`src/include/srxlos_map.svh`:
```
// Purpose: Register offsets, field positions, reset values and fixed codes
// Assumes: 4-bit word address, 16-bit register data
// Notes: Definitions only
`ifndef SRXLOS_MAP_SVH
`define SRXLOS_MAP_SVH

// Register offsets
`define SRX_REG_CTRL 4'h0
`define SRX_REG_HFLEN 4'h1
`define SRX_REG_STAT 4'h2

// Control register fields
`define SRX_CTRL_SRST 0
`define SRX_CTRL_EQ_LO 1
`define SRX_CTRL_EQ_HI 2

// Reset values
`define SRX_CTRL_RST 2'h0
`define SRX_HFLEN_RST 16'h1000

// Character codes and thresholds
`define SRX_K307 8'hfe
`define SRX_SOHF 8'hbc
`define SRX_COMMA_POS 7'h1f
`define SRX_COMMA_NEG 7'h60
`define SRX_LCV_LIMIT 5'h10
`define SRX_GRACE_HF 2'h2
`define SRX_ALL_ONES 10'h3ff

`endif

```
`src/include/srxlos_pkg.sv`:
```
// Purpose: Types shared by the receive path and its bench
// Assumes: Constants come from srxlos_map.svh
// Notes: Types only
package srxlos_pkg;

   // Serial output line state: bias forces both legs to the bias level
   typedef struct packed {
      logic bias;
      logic [9:0] word;
   } srxlos_line_t;

   // Decoded character, laid out as the 8-bit mode output bus
   typedef struct packed {
      logic line_code_violation;
      logic k;
      logic [7:0] data;
   } srxlos_dec_t;

   // Status pins; comma launched with the output bus, lock and loss refreshed every core cycle in write mode
   typedef struct packed {
      logic comma;
      logic unlocked;
      logic signal_loss_flag;
   } srxlos_stat_t;

   // Signal-loss tracking states
   typedef enum logic [2:0] {
      LOS_WAIT_SYNC = 3'b000,
      LOS_QUALIFY = 3'b001,
      LOS_CLEAR = 3'b010,
      LOS_GRACE = 3'b011,
      LOS_DEAD = 3'b100
   } srxlos_state_t;

endpackage : srxlos_pkg

```
`src/verilog/srxlos_top.sv`:
```
// Purpose: Receive path with alignment, 8b/10b decode, signal-loss tracking
// Assumes: One core clock; raw 10-bit groups arrive with a valid strobe
// Notes: Code bit 9 is the first bit on the line (a), bit 0 the last (j)
//
// Implementation choices: the address map and the address-and-strobe port.
`timescale 1ns/10ps
`include "srxlos_map.svh"

// Operation
// [RULE1] Tx powered down or Tx PLL unlocked holds serial legs at bias.
// [RULE2] Invalid control char sends K30.7 in 8-bit mode, raw word in 10-bit.
// [RULE3] Equalizer pins 00 use management setting, else pins pick strength.
// [RULE4] One output word per receive clock edge, two per period.
// [RULE5] 10-bit mode outputs code; 8-bit mode data, D/K flag, error flag.
// [RULE6] 10-bit unlocked: clock from reference, output bus all ones.
// [RULE7] 10-bit locked: recovered clock and words; system clock follows it.
// [RULE8] Write mode drives receive clock; outputs change with it.
// [RULE9] Read mode takes receive clock as strobe launching outputs.
// [RULE10] Read-mode strobe must be synchronous to the serial stream.
// [RULE11] Outside logic holds clocks static while synchronizing.
// [RULE12] Active-low lock indicator high when unlocked, low when locked.
// [RULE13] Decoder takes valid data and twelve controls; invalid becomes K30.7.
// [RULE14] Alignment enabled: realign on K28.1, K28.5 or K28.7 commas.
// [RULE15] Comma flag stands for exactly one output word.
// [RULE16] Alignment disabled: commas still flagged, boundary kept.
// [RULE17] Signal loss forced high at power-up, pin reset and soft reset.
// [RULE18] Signal loss falls after K28.5 then one clean hyperframe.
// [RULE19] Sixteen violations in a hyperframe set loss; clean one clears it.
// [RULE20] Lock loss alone never raises signal loss.
// [RULE21] 8-bit mode: outputs static until signal loss first falls.
// [RULE22] 8-bit mode: 2-3 hyperframes grace, then tri-state and reset.
// [RULE23] 10-bit mode: loss detection off, flag held high.
// [RULE24] Violation counter restarts at each hyperframe boundary.
module srxlos_top
   import srxlos_pkg::*;
(
   input wire logic core_clk_i, // Core clock, 25 MHz
   input wire logic rst_i, // Synchronous reset, active high
   input wire logic [3:0] reg_addr_i, // Register word address
   input wire logic [15:0] reg_wdata_i, // Register write data
   input wire logic reg_wr_i, // Write strobe
   input wire logic reg_rd_i, // Read strobe
   output logic [15:0] reg_rdata_o, // Read data, cycle after strobe
   input wire logic tx_power_down_n_i, // Tx powered when high
   input wire logic tx_pll_locked_i, // Tx PLL lock
   input wire logic [9:0] tx_word_i, // Tx parallel word
   output srxlos_line_t serial_out_pair_o, // Serial line state
   input wire logic ten_bit_mode_sel_i, // 1 = 10-bit mode
   input wire logic rx_power_down_n_i, // Rx powered when high
   input wire logic reset_n_pin_i, // Logic reset pin, active low
   input wire logic rx_pll_locked_i, // Rx PLL lock
   input wire logic [9:0] rx_bits_i, // Raw deserialized bits
   input wire logic rx_bits_valid_i, // Raw group valid
   input wire logic ref_tick_i, // Reference clock edge tick
   input wire logic [1:0] eq_strength_sel_i, // Equalizer pins
   output logic [1:0] eq_strength_o, // Equalizer strength in use
   input wire logic comma_align_enable_i, // Comma alignment enable
   input wire logic rx_clock_dir_sel_i, // 0 write mode, 1 read mode
   input wire logic rx_word_clock_i, // Receive clock pin, input side
   output logic rx_word_clock_o, // Receive clock pin, output side
   output logic rx_word_clock_oe_o, // Receive clock drive enable
   output logic [9:0] rx_parallel_out_o, // Output bus
   output logic rx_out_oe_o, // Output bus drive enable
   output srxlos_stat_t rx_status_o, // Comma, unlocked, loss
   output logic sync_clock_src_o // 1 = system clock from recovered
);

   ////////////////////////////////////////////////////////////////////////////
   // Code tables, rd- forms
   localparam logic [5:0] T6 [32] = '{
      6'h27, 6'h1d, 6'h2d, 6'h31, 6'h35, 6'h29, 6'h19, 6'h38,
      6'h39, 6'h25, 6'h15, 6'h34, 6'h0d, 6'h2c, 6'h1c, 6'h17,
      6'h1b, 6'h23, 6'h13, 6'h32, 6'h0b, 6'h2a, 6'h1a, 6'h3a,
      6'h33, 6'h26, 6'h16, 6'h36, 6'h0e, 6'h2e, 6'h1e, 6'h2b};
   localparam logic [3:0] T4 [8] = '{
      4'hb, 4'h9, 4'h5, 4'hc, 4'hd, 4'ha, 4'h6, 4'he};

   // Controls the decoder and transmitter accept
   function automatic logic srx_k_ok(input logic [7:0] b);
      srx_k_ok = (b[4:0] == 5'h1c) || (b == 8'hf7) || (b == 8'hfb) ||
                 (b == 8'hfd) || (b == `SRX_K307);
   endfunction : srx_k_ok

   // Either disparity accepted; balanced forms only where they are genuine
   function automatic srxlos_dec_t srx_decode(input logic [9:0] cw);
      logic [5:0] s6;
      logic [3:0] s4;
      logic f6;
      logic f4;
      logic k28;
      logic alt7;
      logic [4:0] x;
      logic [2:0] y;
      srxlos_dec_t r;
      s6 = cw[9:4];
      s4 = cw[3:0];
      f6 = 1'b0;
      f4 = 1'b0;
      x = 5'h00;
      y = 3'h0;
      for (int i = 0; i < 32; i++) begin
         if (s6 == T6[i] ||
             (s6 == ~T6[i] && ($countones(T6[i]) != 3 || i == 7))) begin
            f6 = 1'b1;
            x = i[4:0];
         end
      end
      for (int i = 0; i < 8; i++) begin
         if (s4 == T4[i] ||
             (s4 == ~T4[i] && ($countones(T4[i]) != 2 || i == 3))) begin
            f4 = 1'b1;
            y = i[2:0];
         end
      end
      k28 = (s6 == 6'h0f) || (s6 == 6'h30);
      alt7 = (s4 == 4'h7) || (s4 == 4'h8);
      if (k28) begin
         x = 5'h1c;
      end
      if (alt7) begin
         y = 3'h7;
      end
      r.data = {y, x};
      r.k = k28 || (alt7 && (x == 5'h17 || x == 5'h1b || x == 5'h1d || x == 5'h1e));
      r.line_code_violation = !((f6 || k28) && (f4 || alt7)) || (r.k && !srx_k_ok(r.data));
      if (r.line_code_violation) begin
         r.k = 1'b1; // [RULE13]
         r.data = `SRX_K307;
      end
      srx_decode = r;
   endfunction : srx_decode

   // Comma sits in the first seven bits of a group
   function automatic logic srx_has_comma(input logic [9:0] cw);
      srx_has_comma = (cw[9:3] == `SRX_COMMA_POS) || (cw[9:3] == `SRX_COMMA_NEG);
   endfunction : srx_has_comma

   ////////////////////////////////////////////////////////////////////////////
   // Shared signals
   logic lrst;
   logic soft_rst_r;
   logic [1:0] eq_mgmt_r;
   logic [15:0] hf_len_r;
   logic [9:0] prev_bits_r;
   logic [3:0] off_r;
   logic [3:0] off_nxt;
   logic [19:0] cat;
   logic [9:0] cw_now;
   logic [9:0] cw_r;
   srxlos_dec_t dec_r;
   logic comma_r;
   logic dec_valid_r;
   logic [15:0] hf_cnt_r;
   logic [4:0] lcv_cnt_r;
   logic hf_close;
   logic sohf;
   srxlos_state_t los_st_r;
   logic [1:0] grace_r;
   logic los_r;
   logic started_r;
   logic tristate_r;
   logic strobe_q_r;
   logic launch;
   logic [9:0] out_r;
   logic clk_r;
   srxlos_stat_t stat_r;

   // Pin, soft and power-down resets all restart the receive logic
   assign lrst = rst_i || !reset_n_pin_i || soft_rst_r || !rx_power_down_n_i;

   ////////////////////////////////////////////////////////////////////////////
   // Register port
   always_ff @(posedge core_clk_i) begin
      if (rst_i) begin
         soft_rst_r <= 1'b0;
         eq_mgmt_r <= `SRX_CTRL_RST;
         hf_len_r <= `SRX_HFLEN_RST;
      end else begin
         soft_rst_r <= reg_wr_i && reg_addr_i == `SRX_REG_CTRL &&
                       reg_wdata_i[`SRX_CTRL_SRST]; // [RULE17]
         if (reg_wr_i && reg_addr_i == `SRX_REG_CTRL) begin
            eq_mgmt_r <= reg_wdata_i[`SRX_CTRL_EQ_HI:`SRX_CTRL_EQ_LO];
         end
         if (reg_wr_i && reg_addr_i == `SRX_REG_HFLEN) begin
            hf_len_r <= reg_wdata_i;
         end
      end
   end

   // Read data for one cycle only; unmapped reads return zero
   always_ff @(posedge core_clk_i) begin
      if (rst_i || !reg_rd_i) begin
         reg_rdata_o <= 16'h0000;
      end else begin
         case (reg_addr_i)
            `SRX_REG_CTRL: reg_rdata_o <= {13'h0000, eq_mgmt_r, 1'b0};
            `SRX_REG_HFLEN: reg_rdata_o <= hf_len_r;
            `SRX_REG_STAT: reg_rdata_o <= {3'h0, lcv_cnt_r, off_r, started_r,
                                           tristate_r, !rx_pll_locked_i, los_r};
            default: reg_rdata_o <= 16'h0000;
         endcase
      end
   end

   ////////////////////////////////////////////////////////////////////////////
   // Transmit line state and front-end settings
   always_ff @(posedge core_clk_i) begin
      if (rst_i || !tx_power_down_n_i || !tx_pll_locked_i) begin
         serial_out_pair_o <= '{bias: 1'b1, word: 10'h000}; // [RULE1]
      end else if (!ten_bit_mode_sel_i && tx_word_i[8] && !srx_k_ok(tx_word_i[7:0])) begin
         serial_out_pair_o <= '{bias: 1'b0, word: {2'h1, `SRX_K307}}; // [RULE2]
      end else begin
         serial_out_pair_o <= '{bias: 1'b0, word: tx_word_i}; // [RULE2]
      end
   end

   // Pins win unless both are low
   always_ff @(posedge core_clk_i) begin
      if (rst_i) begin
         eq_strength_o <= 2'h0;
         sync_clock_src_o <= 1'b0;
      end else begin
         eq_strength_o <= (eq_strength_sel_i == 2'h0) ? eq_mgmt_r : eq_strength_sel_i; // [RULE3]
         sync_clock_src_o <= rx_pll_locked_i; // [RULE7]
      end
   end

   ////////////////////////////////////////////////////////////////////////////
   // Comma search over the last two groups; window k borrows k bits from
   // the previous group, so an aligned stream decodes with no group of lag
   assign cat = {prev_bits_r, rx_bits_i};

   always_comb begin
      off_nxt = off_r;
      for (int k = 9; k >= 0; k--) begin
         if (comma_align_enable_i && srx_has_comma(cat[9+k -: 10])) begin
            off_nxt = k[3:0]; // [RULE14]
         end
      end
      cw_now = cat[9+off_nxt -: 10];
   end

   // Boundary moves only with alignment enabled; flagging never stops
   always_ff @(posedge core_clk_i) begin
      if (lrst) begin
         prev_bits_r <= 10'h000;
         off_r <= 4'h0;
         cw_r <= 10'h000;
         dec_r <= '0;
         comma_r <= 1'b0;
         dec_valid_r <= 1'b0;
      end else begin
         dec_valid_r <= rx_bits_valid_i;
         if (rx_bits_valid_i) begin
            prev_bits_r <= rx_bits_i;
            off_r <= off_nxt; // [RULE16]
            cw_r <= cw_now;
            dec_r <= srx_decode(cw_now); // [RULE13]
            comma_r <= srx_has_comma(cw_now); // [RULE16]
         end
      end
   end

   ////////////////////////////////////////////////////////////////////////////
   // Hyperframe boundary from start character or configured length
   assign sohf = dec_r.k && !dec_r.line_code_violation && dec_r.data == `SRX_SOHF;
   assign hf_close = dec_valid_r && (sohf || hf_cnt_r >= hf_len_r);

   always_ff @(posedge core_clk_i) begin
      if (lrst) begin
         hf_cnt_r <= 16'h0000;
         lcv_cnt_r <= 5'h00;
      end else if (hf_close) begin
         hf_cnt_r <= 16'h0001; // [RULE24]
         lcv_cnt_r <= {4'h0, dec_r.line_code_violation}; // [RULE24]
      end else if (dec_valid_r) begin
         hf_cnt_r <= hf_cnt_r + 16'h0001;
         if (dec_r.line_code_violation && lcv_cnt_r != 5'h1f) begin
            lcv_cnt_r <= lcv_cnt_r + 5'h01;
         end
      end
   end

   // Loss tracking; PLL lock deliberately plays no part here
   always_ff @(posedge core_clk_i) begin
      if (lrst || ten_bit_mode_sel_i) begin
         los_st_r <= LOS_WAIT_SYNC; // [RULE23]
         grace_r <= 2'h0;
      end else begin
         case (los_st_r)
            LOS_WAIT_SYNC: begin
               if (dec_valid_r && sohf) begin
                  los_st_r <= LOS_QUALIFY; // [RULE18]
               end
            end
            LOS_QUALIFY: begin
               if (hf_close) begin
                  los_st_r <= (lcv_cnt_r == 5'h00) ? LOS_CLEAR : LOS_WAIT_SYNC; // [RULE18]
               end
            end
            LOS_CLEAR: begin
               if (hf_close && lcv_cnt_r >= `SRX_LCV_LIMIT) begin
                  los_st_r <= LOS_GRACE; // [RULE19] [RULE20]
                  grace_r <= 2'h0;
               end
            end
            LOS_GRACE: begin
               if (hf_close && lcv_cnt_r == 5'h00) begin
                  los_st_r <= LOS_CLEAR; // [RULE19] [RULE22]
               end else if (hf_close && grace_r + 2'h1 >= `SRX_GRACE_HF) begin
                  los_st_r <= LOS_DEAD; // [RULE22]
               end else if (hf_close) begin
                  grace_r <= grace_r + 2'h1;
               end
            end
            LOS_DEAD: los_st_r <= LOS_WAIT_SYNC;
            default: los_st_r <= LOS_WAIT_SYNC;
         endcase
      end
   end

   // Flag, first-start latch and tri-state after a failed grace period
   always_ff @(posedge core_clk_i) begin
      if (lrst) begin
         los_r <= 1'b1; // [RULE17]
         started_r <= 1'b0;
         tristate_r <= 1'b0;
      end else begin
         los_r <= ten_bit_mode_sel_i || los_st_r != LOS_CLEAR; // [RULE23]
         if (los_st_r == LOS_DEAD) begin
            started_r <= 1'b0; // [RULE22]
            tristate_r <= 1'b1;
         end else if (!los_r) begin
            started_r <= 1'b1; // [RULE21]
            tristate_r <= 1'b0;
         end
      end
   end

   ////////////////////////////////////////////////////////////////////////////
   // Launch: each decoded word in write mode, each strobe edge in read mode
   assign launch = rx_clock_dir_sel_i ? (strobe_q_r != rx_word_clock_i) : dec_valid_r; // [RULE9] [RULE10]

   always_ff @(posedge core_clk_i) begin
      if (lrst) begin
         strobe_q_r <= 1'b0;
      end else begin
         strobe_q_r <= rx_word_clock_i;
      end
   end

   // Every clock edge carries one word, so a toggle marks each word
   always_ff @(posedge core_clk_i) begin
      if (lrst) begin
         out_r <= 10'h000;
         clk_r <= 1'b0;
         stat_r <= '{comma: 1'b0, unlocked: 1'b1, signal_loss_flag: 1'b1};
      end else if (ten_bit_mode_sel_i && !rx_pll_locked_i) begin
         out_r <= `SRX_ALL_ONES; // [RULE6]
         clk_r <= ref_tick_i ? !clk_r : clk_r; // [RULE6]
         stat_r <= '{comma: 1'b0, unlocked: 1'b1, signal_loss_flag: 1'b1};
      end else begin
         if (launch && (ten_bit_mode_sel_i || started_r)) begin
            out_r <= ten_bit_mode_sel_i ? cw_r : dec_r; // [RULE5] [RULE7] [RULE21]
            clk_r <= !clk_r; // [RULE4] [RULE8]
            stat_r.comma <= comma_r; // [RULE15]
         end
         if (launch || !rx_clock_dir_sel_i) begin
            stat_r.unlocked <= !rx_pll_locked_i; // [RULE12] [RULE8]
            stat_r.signal_loss_flag <= los_r;
         end
      end
   end

   // Bus and clock pins go quiet when powered down or tri-stated
   always_ff @(posedge core_clk_i) begin
      if (rst_i) begin
         rx_out_oe_o <= 1'b0;
         rx_word_clock_oe_o <= 1'b0;
      end else begin
         rx_out_oe_o <= rx_power_down_n_i && !tristate_r; // [RULE22]
         rx_word_clock_oe_o <= rx_power_down_n_i && !tristate_r && !rx_clock_dir_sel_i; // [RULE8]
      end
   end

   assign rx_parallel_out_o = out_r;
   assign rx_word_clock_o = clk_r;
   assign rx_status_o = stat_r;

   ////////////////////////////////////////////////////////////////////////////
   // Checks
   AST_TX_BIAS: assert property (@(posedge core_clk_i) disable iff (rst_i) // RULE1
      (!tx_power_down_n_i || !tx_pll_locked_i) |=> serial_out_pair_o.bias)
      else $error("serial line not at bias");
   AST_TX_K307: assert property (@(posedge core_clk_i) disable iff (rst_i) // RULE2
      (tx_power_down_n_i && tx_pll_locked_i && !ten_bit_mode_sel_i && tx_word_i[8] &&
       !srx_k_ok(tx_word_i[7:0])) |=> serial_out_pair_o.word[7:0] == `SRX_K307)
      else $error("invalid control not replaced");
   AST_EQ_PIN: assert property (@(posedge core_clk_i) disable iff (rst_i) // RULE3
      eq_strength_sel_i != 2'h0 |=> eq_strength_o == $past(eq_strength_sel_i))
      else $error("equalizer pins ignored");
   AST_TEN_ONES: assert property (@(posedge core_clk_i) disable iff (lrst) // RULE6
      (ten_bit_mode_sel_i && !rx_pll_locked_i) |=> rx_parallel_out_o == `SRX_ALL_ONES)
      else $error("unlocked output not all ones");
   AST_LOCK_IND: assert property (@(posedge core_clk_i) disable iff (lrst) // RULE12
      !rx_clock_dir_sel_i |=> rx_status_o.unlocked == !$past(rx_pll_locked_i))
      else $error("lock indicator wrong");
   AST_ALIGN_HOLD: assert property (@(posedge core_clk_i) disable iff (lrst) // RULE16
      !comma_align_enable_i |=> $stable(off_r))
      else $error("boundary moved while alignment off");
   AST_COMMA_WORD: assert property (@(posedge core_clk_i) disable iff (lrst) // RULE15
      (launch && started_r && !ten_bit_mode_sel_i) |=> rx_status_o.comma == $past(comma_r))
      else $error("comma flag not tied to its word");
   AST_LOS_RST: assert property (@(posedge core_clk_i) // RULE17
      lrst |=> los_r)
      else $error("loss flag not forced on reset");
   AST_LOS_SET: assert property (@(posedge core_clk_i) disable iff (lrst) // RULE19
      (los_st_r == LOS_CLEAR && hf_close && lcv_cnt_r >= `SRX_LCV_LIMIT &&
       !ten_bit_mode_sel_i) |=> ##1 los_r)
      else $error("loss flag not set on violations");
   AST_LOCK_FREE: assert property (@(posedge core_clk_i) disable iff (lrst) // RULE20
      (los_st_r == LOS_CLEAR && !hf_close && !ten_bit_mode_sel_i) |=> los_st_r == LOS_CLEAR)
      else $error("loss state left without a verdict");
   AST_STATIC: assert property (@(posedge core_clk_i) disable iff (lrst) // RULE21
      (!ten_bit_mode_sel_i && !started_r) |=> $stable(rx_parallel_out_o))
      else $error("output moved before first start");
   AST_TEN_LOS: assert property (@(posedge core_clk_i) disable iff (lrst) // RULE23
      ten_bit_mode_sel_i |=> los_r)
      else $error("loss flag low in 10-bit mode");
   AST_HF_RESTART: assert property (@(posedge core_clk_i) disable iff (lrst) // RULE24
      hf_close |=> (hf_cnt_r == 16'h0001 && lcv_cnt_r <= 5'h01))
      else $error("hyperframe counters not restarted");

endmodule : srxlos_top

```
`config.mk`:
```
export PLATFORM = sky130hd
export DESIGN_NAME = srxlos_top
export DESIGN_NICKNAME = d
export VERILOG_FILES = /design/src/include/srxlos_pkg.sv /design/src/verilog/srxlos_top.sv
export VERILOG_INCLUDE_DIRS = /design/src /design/src/include
export SDC_FILE = /design/constraint.sdc
export NUM_CORES = 1
export LEC_CHECK = 0
export ABC_AREA = 1
export CORE_MARGIN = 2
export CORE_UTILIZATION = 24
export DETAILED_ROUTE_END_ITERATION = 8
export DONT_BUFFER_PORTS = 1
export GPL_TIMING_DRIVEN = 0
export PLACE_DENSITY_LB_ADDON = 0.15
export REMOVE_ABC_BUFFERS = 1
export SYNTH_ARGS = -nofsm -noshare
export SYNTH_HDL_FRONTEND = slang
export SYNTH_SLANG_ARGS = --single-unit
```
`constraint.sdc`:
```
create_clock -name core_clk_i -period 6.7 [get_ports core_clk_i]
set_clock_uncertainty 0.05 [all_clocks]
set_input_delay 1.34 -clock core_clk_i [delete_from_list [all_inputs] [get_ports core_clk_i]]
set_output_delay 1.34 -clock core_clk_i [all_outputs]
set_load 0.01 [all_outputs]
```
# ---- Yosys cells after proc, flatten, opt, wreduce, memory -nomap -nowiden
# Cells that the tools add are included.
# Widths: inputs -> output; s select.
dict set report word_totals {
  out_inout_bits 46
  word_cells 405
  ff_bits 131
  inputBits 57
}
dict set report classes {
  addsub 4
  magnitude_cmp 3
  eq_ne 117
  n_shift 1
  n_mux 128
  reduce_logical 118
}
# operator count
set ops {}
lappend ops {{$mux 5} 33}
lappend ops {{$eq 6x6->1 const B} 24}
lappend ops {{$eq 6x5->1 const B} 14}
lappend ops {{$eq 7x5->1 const B} 11}
lappend ops {{$eq 7x7->1 const B} 11}
lappend ops {{$eq 8x8->1 const B} 9}
lappend ops {{$logic_or 1x1->1} 57}
lappend ops {{$mux 1} 57}
lappend ops {{$pmux 16 s3} 1}
lappend ops {{$eq 6x4->1 const B} 7}
lappend ops {{$mux 3} 14}
lappend ops {{$mux 4} 10}
lappend ops {{$eq 5x5->1 const B} 6}
lappend ops {{$logic_and 1x1->1} 30}
lappend ops {{$mux 10} 3}
lappend ops {{$shiftx 29x6->10} 1}
lappend ops {{$eq 4x4->1 const B} 7}
lappend ops {{$eq 6x3->1 const B} 3}
lappend ops {{$mux 9} 2}
lappend ops {{$add 16x1->16 const B} 1}
lappend ops {{$eq 4x3->1 const B} 4}
lappend ops {{$ge 16x16->1} 1}
lappend ops {{$logic_not 1->1} 14}
lappend ops {{$ne 2x2->1 const B} 7}
lappend ops {{other kinds (27)} 44}

# ---- Longest topological paths before layout
# Gate-level depths: netlist of the first run.
dict set report depth {
  depth_word 60
  depth_mapped 39
  depth_no_buf 38
}

# ---- Worst setup path after synthesis of the first run
# OpenSTA, ideal clock, no wires.
dict set report synth_path {
  path_type {in2reg}
  startpoint {input rx_bits_i[9]}
  endpoint {register dec_r[0] in the netlist's numbering}
  t_arrival_ns 3.930
  setup_ns 0.138
  required_ns 6.512
  cell_stages 23
  n_path_buf 1
  setup_slack_ns 2.582
  cell_sequence {inv_1 nand3_1 o31ai_1 nand2_1 a31o_1 a21oi_2 inv_2 buf_2 nand3_1 nand3_1 nand3_1 nand2_2 inv_2 nor2_4 inv_2 o21ai_1 a21o_1 nor4_1 nand2_2 nand3_2 inv_2 nand2_1 a21oi_2}
}
dict set report synth_via {
  elab_chain_len 57
  elab_cells_between_ends 233
  classes_between {add/sub: 1; eq/ne: 85; shift: 1; mux: 96; reduce/logical: 50}
}
# item line
set synth_rtl {}
lappend synth_rtl {{start: declaration} srxlos_top.sv:52} ;# input wire logic [9:0] rx_bits_i,
lappend synth_rtl {{$eq 7x5->1 (no source line) / $eq 7x7->1 (equally long branches)} -}
lappend synth_rtl {{$logic_or 1x1->1} srxlos_top.sv:135} ;# srx_has_comma = (cw[9:3] == `SRX_COMMA_POS) || (cw[9:3] == `SRX_COMMA_NEG);
lappend synth_rtl {{$logic_and 1x1->1} srxlos_top.sv:236} ;# if (comma_align_enable_i && srx_has_comma(cat[9+k -: 10])) begin
lappend synth_rtl {{$mux 4 (7 in series)} srxlos_top.sv:236}
lappend synth_rtl {{$add 4x4->5} srxlos_top.sv:240} ;# cw_now = cat[9+off_nxt -: 10];
lappend synth_rtl {{$shiftx 29x6->10 (*)} srxlos_top.sv:240}
lappend synth_rtl {{$eq 6x5->1 / $eq 6x6->1 (equally long branches)} {srxlos_top.sv:102, srxlos_top.sv:103}}
lappend synth_rtl {{$logic_or 1x1->1} srxlos_top.sv:102} ;# if (s6 == T6[i] ||
lappend synth_rtl {{[33 not listed]} -}
lappend synth_rtl {{$mux 5} srxlos_top.sv:245} ;# if (lrst) begin
lappend synth_rtl {{$eq 8x8->1 (tied with other cells)} srxlos_top.sv:80} ;# srx_k_ok = (b[4:0] == 5'h1c) || (b == 8'hf7) || (b == 8'hfb) ||
lappend synth_rtl {{$logic_or 1x1->1, on equally long branches (3 in series)} {srxlos_top.sv:80, srxlos_top.sv:124}}
lappend synth_rtl {{$logic_or 1x1->1 / $logic_and 1x1->1 (equally long branches)} {srxlos_top.sv:80, srxlos_top.sv:124}}
lappend synth_rtl {{$logic_not 1->1 / $logic_or 1x1->1 (equally long branches)} {srxlos_top.sv:125, srxlos_top.sv:124}}
lappend synth_rtl {{$logic_and 1x1->1} srxlos_top.sv:125} ;# r.line_code_violation = !((f6 || k28) && (f4 || alt7)) || (r.k && !srx_k_ok(r.data));
lappend synth_rtl {{$logic_or 1x1->1} srxlos_top.sv:125}
lappend synth_rtl {{$mux 9 (*)} srxlos_top.sv:126} ;# if (r.line_code_violation) begin
lappend synth_rtl {{end signal: assignment} srxlos_top.sv:258} ;# dec_r <= srx_decode(cw_now);
lappend synth_rtl {{end: declaration} srxlos_top.sv:150} ;# srxlos_dec_t dec_r;
# Mark *: on every way between the ends. The rest lies on a longest branch, timed or not. The select of a mux whose other input is x is not followed.
# A chain may end at the register's enable or synchronous reset.

# ---- Worst setup path in the final report of the first run
dict set report layout_path {
  startpoint {input rx_bits_i[4]}
  endpoint {register dec_r[0] in the netlist's numbering}
}
dict set report layout_via {
  elab_chain_len 52
  elab_cells_between_ends 208
  classes_between {add/sub: 1; eq/ne: 75; shift: 1; mux: 91; reduce/logical: 40}
}
# item line
set layout_rtl {}
lappend layout_rtl {{$eq 7x5->1 (no source line) / $eq 7x7->1 (equally long branches)} -}
lappend layout_rtl {{$logic_or 1x1->1} srxlos_top.sv:135}
lappend layout_rtl {{$logic_and 1x1->1} srxlos_top.sv:236}
lappend layout_rtl {{$mux 4 (2 in series)} srxlos_top.sv:236}
lappend layout_rtl {{$add 4x4->5} srxlos_top.sv:240}
lappend layout_rtl {{$shiftx 29x6->10 (*)} srxlos_top.sv:240}
lappend layout_rtl {{$eq 6x5->1 / $eq 6x6->1 (equally long branches)} {srxlos_top.sv:102, srxlos_top.sv:103}}
lappend layout_rtl {{$logic_or 1x1->1} srxlos_top.sv:102}
lappend layout_rtl {{[33 not listed]} -}
lappend layout_rtl {{$mux 5} srxlos_top.sv:245}
lappend layout_rtl {{$eq 8x8->1 (tied with other cells)} srxlos_top.sv:80}
lappend layout_rtl {{$logic_or 1x1->1, on equally long branches (3 in series)} {srxlos_top.sv:80, srxlos_top.sv:124}}
lappend layout_rtl {{$logic_or 1x1->1 / $logic_and 1x1->1 (equally long branches)} {srxlos_top.sv:80, srxlos_top.sv:124}}
lappend layout_rtl {{$logic_not 1->1 / $logic_or 1x1->1 (equally long branches)} {srxlos_top.sv:125, srxlos_top.sv:124}}
lappend layout_rtl {{$logic_and 1x1->1} srxlos_top.sv:125}
lappend layout_rtl {{$logic_or 1x1->1} srxlos_top.sv:125}
lappend layout_rtl {{$mux 9 (*)} srxlos_top.sv:126}
# Marks and branches as above.

==> impl_metrics.toml, run 1 <==
[setup_path]
end_kind = "flip-flop"
r2r_setup_slack_ps = 1870
crit_required_ps = 6910
critPathLaunchType = "primary input"
crit_type = "in -> reg"
cp.arrival_ps = 5670
crit_fanout = 20

[cts]
cts_made_buffers = 17
clock_latency_ps = 420
cts_hold_buf = 0
clkSlewWorstSetupHoldPaths_ps = 60
cts_num_sinks = 131
cts_resized = 0
tritoncts = "built"
cts_buffer_depth = 2
cts-root-buf = "clkbuf_16"
htreeDepth = 4
cts_setup_buffers = 0

[global_routing]
antenna_found_initial = 0
grt_pass1_wl_um = 37700
grt_overflow_total = 0
track_usage = 0.144
grt_max_degree = 48
grt_pass1_vias = 6879

[floorplan]
num_rows = 65
fp.dieH_um = 182
start_util = 0.242
coreArea_um2 = 31300
io-pin-count = 103
die-width_um = 182
die_area_um2 = 33000

[routing]
wire_per_inst_um = 15.4
viasPerCell = 4.70
drc = 0
via_count = 7112
first_pass_iters = 5
ant_nets = 0
routed_wl_um = 23300
drt_iter0_markers = 447

[finish]
nNetsFinal = 1174
stdcell_count = 1512
diodes = 0
area_growth_syn_to_layout_pct = 12.2
mostFrequentLayoutCells = "nand2_1, dfxtp_1, inv_1"
drive_gt1_frac = 0.114
layout_commonest_cell = "nand2_1"

[placement]
dp.final_hpwl_um = 17600
port_buffers = 0
placedCellCount = 1480
gp_congestion = 0.848

[timing]
rsz0062_at_grt = "false"
finalHoldViolCount = 0
finalCritPeriodShare = 0.814
fmax_mhz = 183
setup_viol = 0
whs_ps = 408
period_needed_ps = 5460
final-max-slew-violation-count = 0
tightestPinTransition_ps = 1250
relSlewSlack = 0.165
fin_tns_setup_ps = 0

[status]
run_status = "finished clean"

[power]
finalPower_mw = 1.94
p_per_area_nw_per_um2 = 228
max-vdd-ir-drop_mv = 0.153
p_leak_nw = 3.51

[flow_run]
drv_cap = 0

[yosys]
yosysSeqAreaShare = 0.346
synth_edf_count = 0
ys_seq_elements = 131
syn_avg_cell_area_um2 = 6.80
ys.warnings.count = 0
synth_cell_types = 56
synth_ff_type = "dfxtp_1"
async_reset_ff_frac = 0
synth_cells = 1113
netlist_area_um2 = 7570

[worst_hold_path]
hold_path_class = "reg -> reg"
final timing paths:
| path | from | end | depth (start not counted) |
|---|---|---|---|
| min reg2reg | hf_len_r[6]$_SDFFE_PP0P_ | reg_rdata_o[6]$_SDFF_PP0_ | 2 |
| min | hf_len_r[6]$_SDFFE_PP0P_ | reg_rdata_o[6]$_SDFF_PP0_ | 2 |
| max | rx_bits_i[4] | dec_r[0]$_SDFFE_PP0P_ | 23 |
| max reg2reg | prev_bits_r[0]$_SDFFE_PP0P_ | dec_r[0]$_SDFFE_PP0P_ | 23 |
critical path: stages:
cell and delay [ps]:
inv_1 40, nand2_1 80, nor3_1 60, o21ai_2 720, nand2_1 210, a21oi_2 720
inv_2 370, nand3_1 250, nand3_1 130, nand3_1 110, nand2_2 130, nand2_2 190
nor2_1 110, nand2_1 90, o211ai_1 140, nor3_2 190, nand2_1 70, nor4_1 250
nand2_2 110, nand3_2 140, inv_2 50, nand2_1 100, a21oi_2 50
Yosys cell counts (all sizes together) (3+ instances only):
master | instances | area share
a31oi | 3 | 0.0025
xor2 | 13 | 0.015
nand2 | 236 | 0.13
ha | 20 | 0.033
a21oi | 97 | 0.068
nand3 | 117 | 0.083
o31ai | 4 | 0.0040
nand4 | 20 | 0.017
nor2 | 117 | 0.065
nor3 | 25 | 0.019
buf | 13 | 0.012
o22ai | 10 | 0.011
o21ai | 68 | 0.045
a211oi | 5 | 0.0050
o211ai | 10 | 0.0099
nor4 | 13 | 0.011
dfxtp | 131 | 0.35
o221ai | 3 | 0.0035
clkbuf | 23 | 0.011
inv | 160 | 0.079
stage by stage:
step                worst slack (ps)  utilization  cell area (um2)
finish                          1240        0.271             8490
global route                     670        0.271             8490
CTS                             1300        0.271             8490
detailed placement               845        0.253             7910
global placement                 280        0.252             7890
floorplan                       1620            -             7390
registers in the layout, indices dropped and copies added, names as in the netlist, 2 cells and up:
name	count
serial_out_pair_o	11
eq_strength_o	2
dec_r	10
cw_r	10
los_st_r	3
rx_parallel_out_o	10
grace_r	2
prev_bits_r	10
eq_mgmt_r	2
reg_rdata_o	16
hf_cnt_r	16
off_r	4
hf_len_r	16
lcv_cnt_r	5
rx_status_o	3
layer usage:
layer  vias up  GRT usage  share of wire
met5         -          0              0
met1      3312      0.180           0.46
li1       3674          -              -
met3        24     0.0255          0.029
met4         0     0.0413          0.014
met2       102      0.252           0.49
final cells by class:
cell class | count | area (um2)
clock buffer | 23 | 478
clock inverter | 9 | 104
fill | 3464 | 22800
inverter | 161 | 604
multi-input combinational | 785 | 4170
sequential | 131 | 2620
tap | 402 | 503
timing repair buffer | 1 | 7.51
power breakdown:
| group | total [mW] | switching [mW] | internal, mW |
|---|---|---|---|
| sequential | 0.806 | 0.0121 | 0.794 |
| combinational | 0.202 | 0.143 | 0.0587 |
| clock | 0.930 | 0.355 | 0.575 |
| total | 1.94 | 0.510 | 1.43 |
cell families after synthesis:
logic type,synth area share
flip-flops,0.346
AO/OA/AOI/OAI,0.169
AND/OR/NAND/NOR,0.332
adder cells (fa/ha/maj),0.0331
buffers and inverters,0.104
XOR/XNOR,0.0162
Power figures use the tool's default switching activity.
==> run 2: changes to the inputs <==
--- a/config.mk
+++ b/config.mk
@@ -6,7 +6,7 @@
 export SDC_FILE = /design/constraint.sdc
 export NUM_CORES = 1
 export LEC_CHECK = 0
-export ABC_AREA = 1
+export ABC_AREA = 0
 export CORE_MARGIN = 2
 export CORE_UTILIZATION = 24
 export DETAILED_ROUTE_END_ITERATION = 8
==> constraint.sdc (replaced) <==
create_clock -name core_clk_i -period 5.1 [get_ports core_clk_i]
set_clock_uncertainty 0.05 [all_clocks]
set_input_delay 1.02 -clock core_clk_i [delete_from_list [all_inputs] [get_ports core_clk_i]]
set_output_delay 1.02 -clock core_clk_i [all_outputs]
set_load 0.01 [all_outputs]
==> run 2 against run 1 <==
Register-to-register slack worse by 1600 ps. Clock power up 35%. Power up 35%. Critical path depth down 8. Sequential power up 32%. First-iteration DRC count up 11%. Wire length up 20%. Clock-buffer cell count unchanged. Synthesized cell count down 9.0%.
==> impl_metrics.toml, run 2 <==
[floorplan]
die-width_um = 187
io-pin-count = 103
die_area_um2 = 35000
start_util = 0.242
num_rows = 67
coreArea_um2 = 33300
fp.dieH_um = 187

[routing]
route.met3.wl_um = 1580
routed_wl_um = 27900
highest_layer = "met4"
wire_per_inst_um = 19.2
drc = 0
wl_met2_um = 12500
via_count = 7636
m1WireLength_um = 13300
drt_iter0_markers = 497
ant_nets = 0
first_pass_iters = 5
viasPerCell = 5.26

[setup_path]
end_kind = "flip-flop"
worstPathCellList = "or4_4 -> nor4_4 -> o41ai_4 -> buf_4 -> a31oi_4 -> buf_4 -> buf_4 -> mux2i_1 -> o211ai_1 -> o221a_4 -> nor4_1 -> a2111o_1 -> or4_4 -> nor3_2 -> o22ai_1"
critical-path-max-stage-delay_ps = 590
crit_type = "in -> reg"
cp.arrival_ps = 5200
cp_common_cell = "buf_4"
critPathLaunchType = "primary input"
critPathTopFamily = "compound AO/OA/AOI/OAI gates"
crit_fanout = 14
crit_required_ps = 5340
crit_buf_inv = 3
critPathSlowestCell = "or4_4"

[finish]
nNetsFinal = 1069
multi_input_area_um2 = 5230
layout_commonest_cell = "dfxtp_1"
largestRegisters = "hf_cnt_r (16), hf_len_r (16), reg_rdata_o (16)"
mostFrequentLayoutCells = "dfxtp_1, nor2_1, nand2_1"
stdcell_count = 1453
final_cell_area_um2 = 9400
drive_gt1_frac = 0.139
nFillCells = 3567
area_growth_syn_to_layout_pct = 16.8
register_area_um2 = 2630
diodes = 0

[cts]
cts_num_sinks = 131
htreeDepth = 4
cts_hold_buf = 0
cts_made_buffers = 17
clock_latency_ps = 430
tritoncts = "built"
cts_buffer_depth = 2
clkSlewWorstSetupHoldPaths_ps = 60
cts-root-buf = "clkbuf_16"

[timing]
finalCritPeriodShare = 0.973
period_needed_ps = 4960
finalHoldViolCount = 0
relSlewSlack = 0.308
setup_viol = 0
tightestPinTransition_ps = 1040
fmax_mhz = 202
final-max-slew-violation-count = 0

[global_routing]
grt_pass1_vias = 7550
grt_pass1_wl_um = 44000
grt_overflow_total = 0
grt_max_degree = 43
track_usage = 0.158
antenna_found_initial = 0

[yosys]
synth_cells = 1013
ys_top_cells_by_area = "dfxtp_1, nor2_1, nand2_1"
synth.most_common_cell = "dfxtp_1"
synthTopCellsByCount = "dfxtp_1, nor2_1, nand2_1"
ys_seq_elements = 131
synth_edf_count = 0
synth_ff_type = "dfxtp_1"
synth_cell_types = 90
async_reset_ff_frac = 0
netlist_area_um2 = 8040
yosysSeqAreaShare = 0.326
ys.warnings.count = 0
synth_top_area_frac = 0.326
syn_avg_cell_area_um2 = 7.94
yosysTopAreaCell = "dfxtp_1"

[placement]
postPlaceCellArea_um2 = 8360
port_buffers = 0
placedCellCount = 1394
gp_congestion = 0.847
dp.final_hpwl_um = 19300

[power]
max-vdd-ir-drop_mv = 0.199
p_per_area_nw_per_um2 = 278
p_leak_nw = 3.27
seqPwrFrac = 0.405
intPower_mw = 1.95
p_comb_frac = 0.113
switching_share = 0.254
switchingPower_mw = 0.664
p_clk_frac = 0.482

[worst_hold_path]
hold_path_class = "reg -> reg"

[flow_run]
drv_cap = 0

[status]
run_status = "finished clean"
## run 2: changes by cell type in the layout (fill, tap and decap cells not counted), sizes merged, moves of 31 or more
cell and change:
inv -121, nand2 -116, nand3 -75, o21ai -38, a21oi -36, mux2i +31
## run 2: worst paths after layout
path / startpoint / endpoint / slack [ps] / cells past startpoint
worst max register to register: prev_bits_r[5]$_SDFFE_PP0P_ / dec_r[8]$_SDFFE_PP0P_ / 250 / 17
worst min register to register: comma_r$_SDFFE_PP0P_ / rx_status_o[2]$_SDFFE_PP0P_ / 420 / 2
worst min-delay path: comma_r$_SDFFE_PP0P_ / rx_status_o[2]$_SDFFE_PP0P_ / 420 / 2
worst max-delay path: rx_bits_i[9] / dec_r[8]$_SDFFE_PP0P_ / 140 / 15
## run 2: worst min-delay path, delay by kind of cell (launching register included)
family,cells,cell delay (ps)
AOI/OAI and AO/OA,1,50
DFF,1,320
and+or+nand+nor,1,60
## run 2: power groups by stage
stage	sequential (mW)	combinational [mW]	clock [mW]
5_1_grt	1.06	0.324	1.34
3_3_place_gp	1.08	0.264	0
2_1_floorplan	1.07	0.197	0
3_5_place_dp	1.08	0.265	0
4_1_cts	1.06	0.277	1.30
6_report	1.06	0.295	1.26
## run 2: stage by stage
stage                     worst slack (ps)  hold WS [ps]  utilization  TNS, ps  total power, mW
after floorplan                       -221           371            -    -1830             1.27
after global placement               -1470           405        0.249   -15220             1.34
after detailed placement             -1350           403        0.251   -13460             1.35
after CTS                             27.4           408        0.276        0             2.64
after global routing                 -5.61           439        0.282    -5.61             2.72
final                                  140           417        0.282        0             2.61
## run 2: area by class of cell
class	instances	area share
inverters	39	0.0156
well taps	448	0.0597
flip-flops and latches	131	0.280
multi-input cells	775	0.557
clock buffers	23	0.0498
repair buffers	28	0.0245
clock inverters	9	0.0137
## run 2: cells by family (layout without fill, tap and decap cells)
family | Yosys count | count (layout) | share of synthesized area
and+or+nand+nor | 427 | 427 | 0.268
AOI/OAI and AO/OA | 270 | 271 | 0.251
DFF | 131 | 131 | 0.326
buffers and inverters | 108 | 99 | 0.0562
muxes | 34 | 34 | 0.0428
xor gates and xnor gates | 23 | 23 | 0.0250
adders and majority gates | 20 | 20 | 0.0311
## run 2: what timing repair did
action,4_1_cts,5_1_grt
gates resized for setup,32,22
setup endpoints to repair,11,10
cloned,1,0
setup buffers,13,13
endpoints found under the hold margin,0,0
pin swaps,4,6
## run 2: metal layers
layer	up-vias	global-route usage
met5	-	0
met4	0	0.0534
met3	40	0.0356
met2	235	0.254
met1	3667	0.210
li1	3694	-
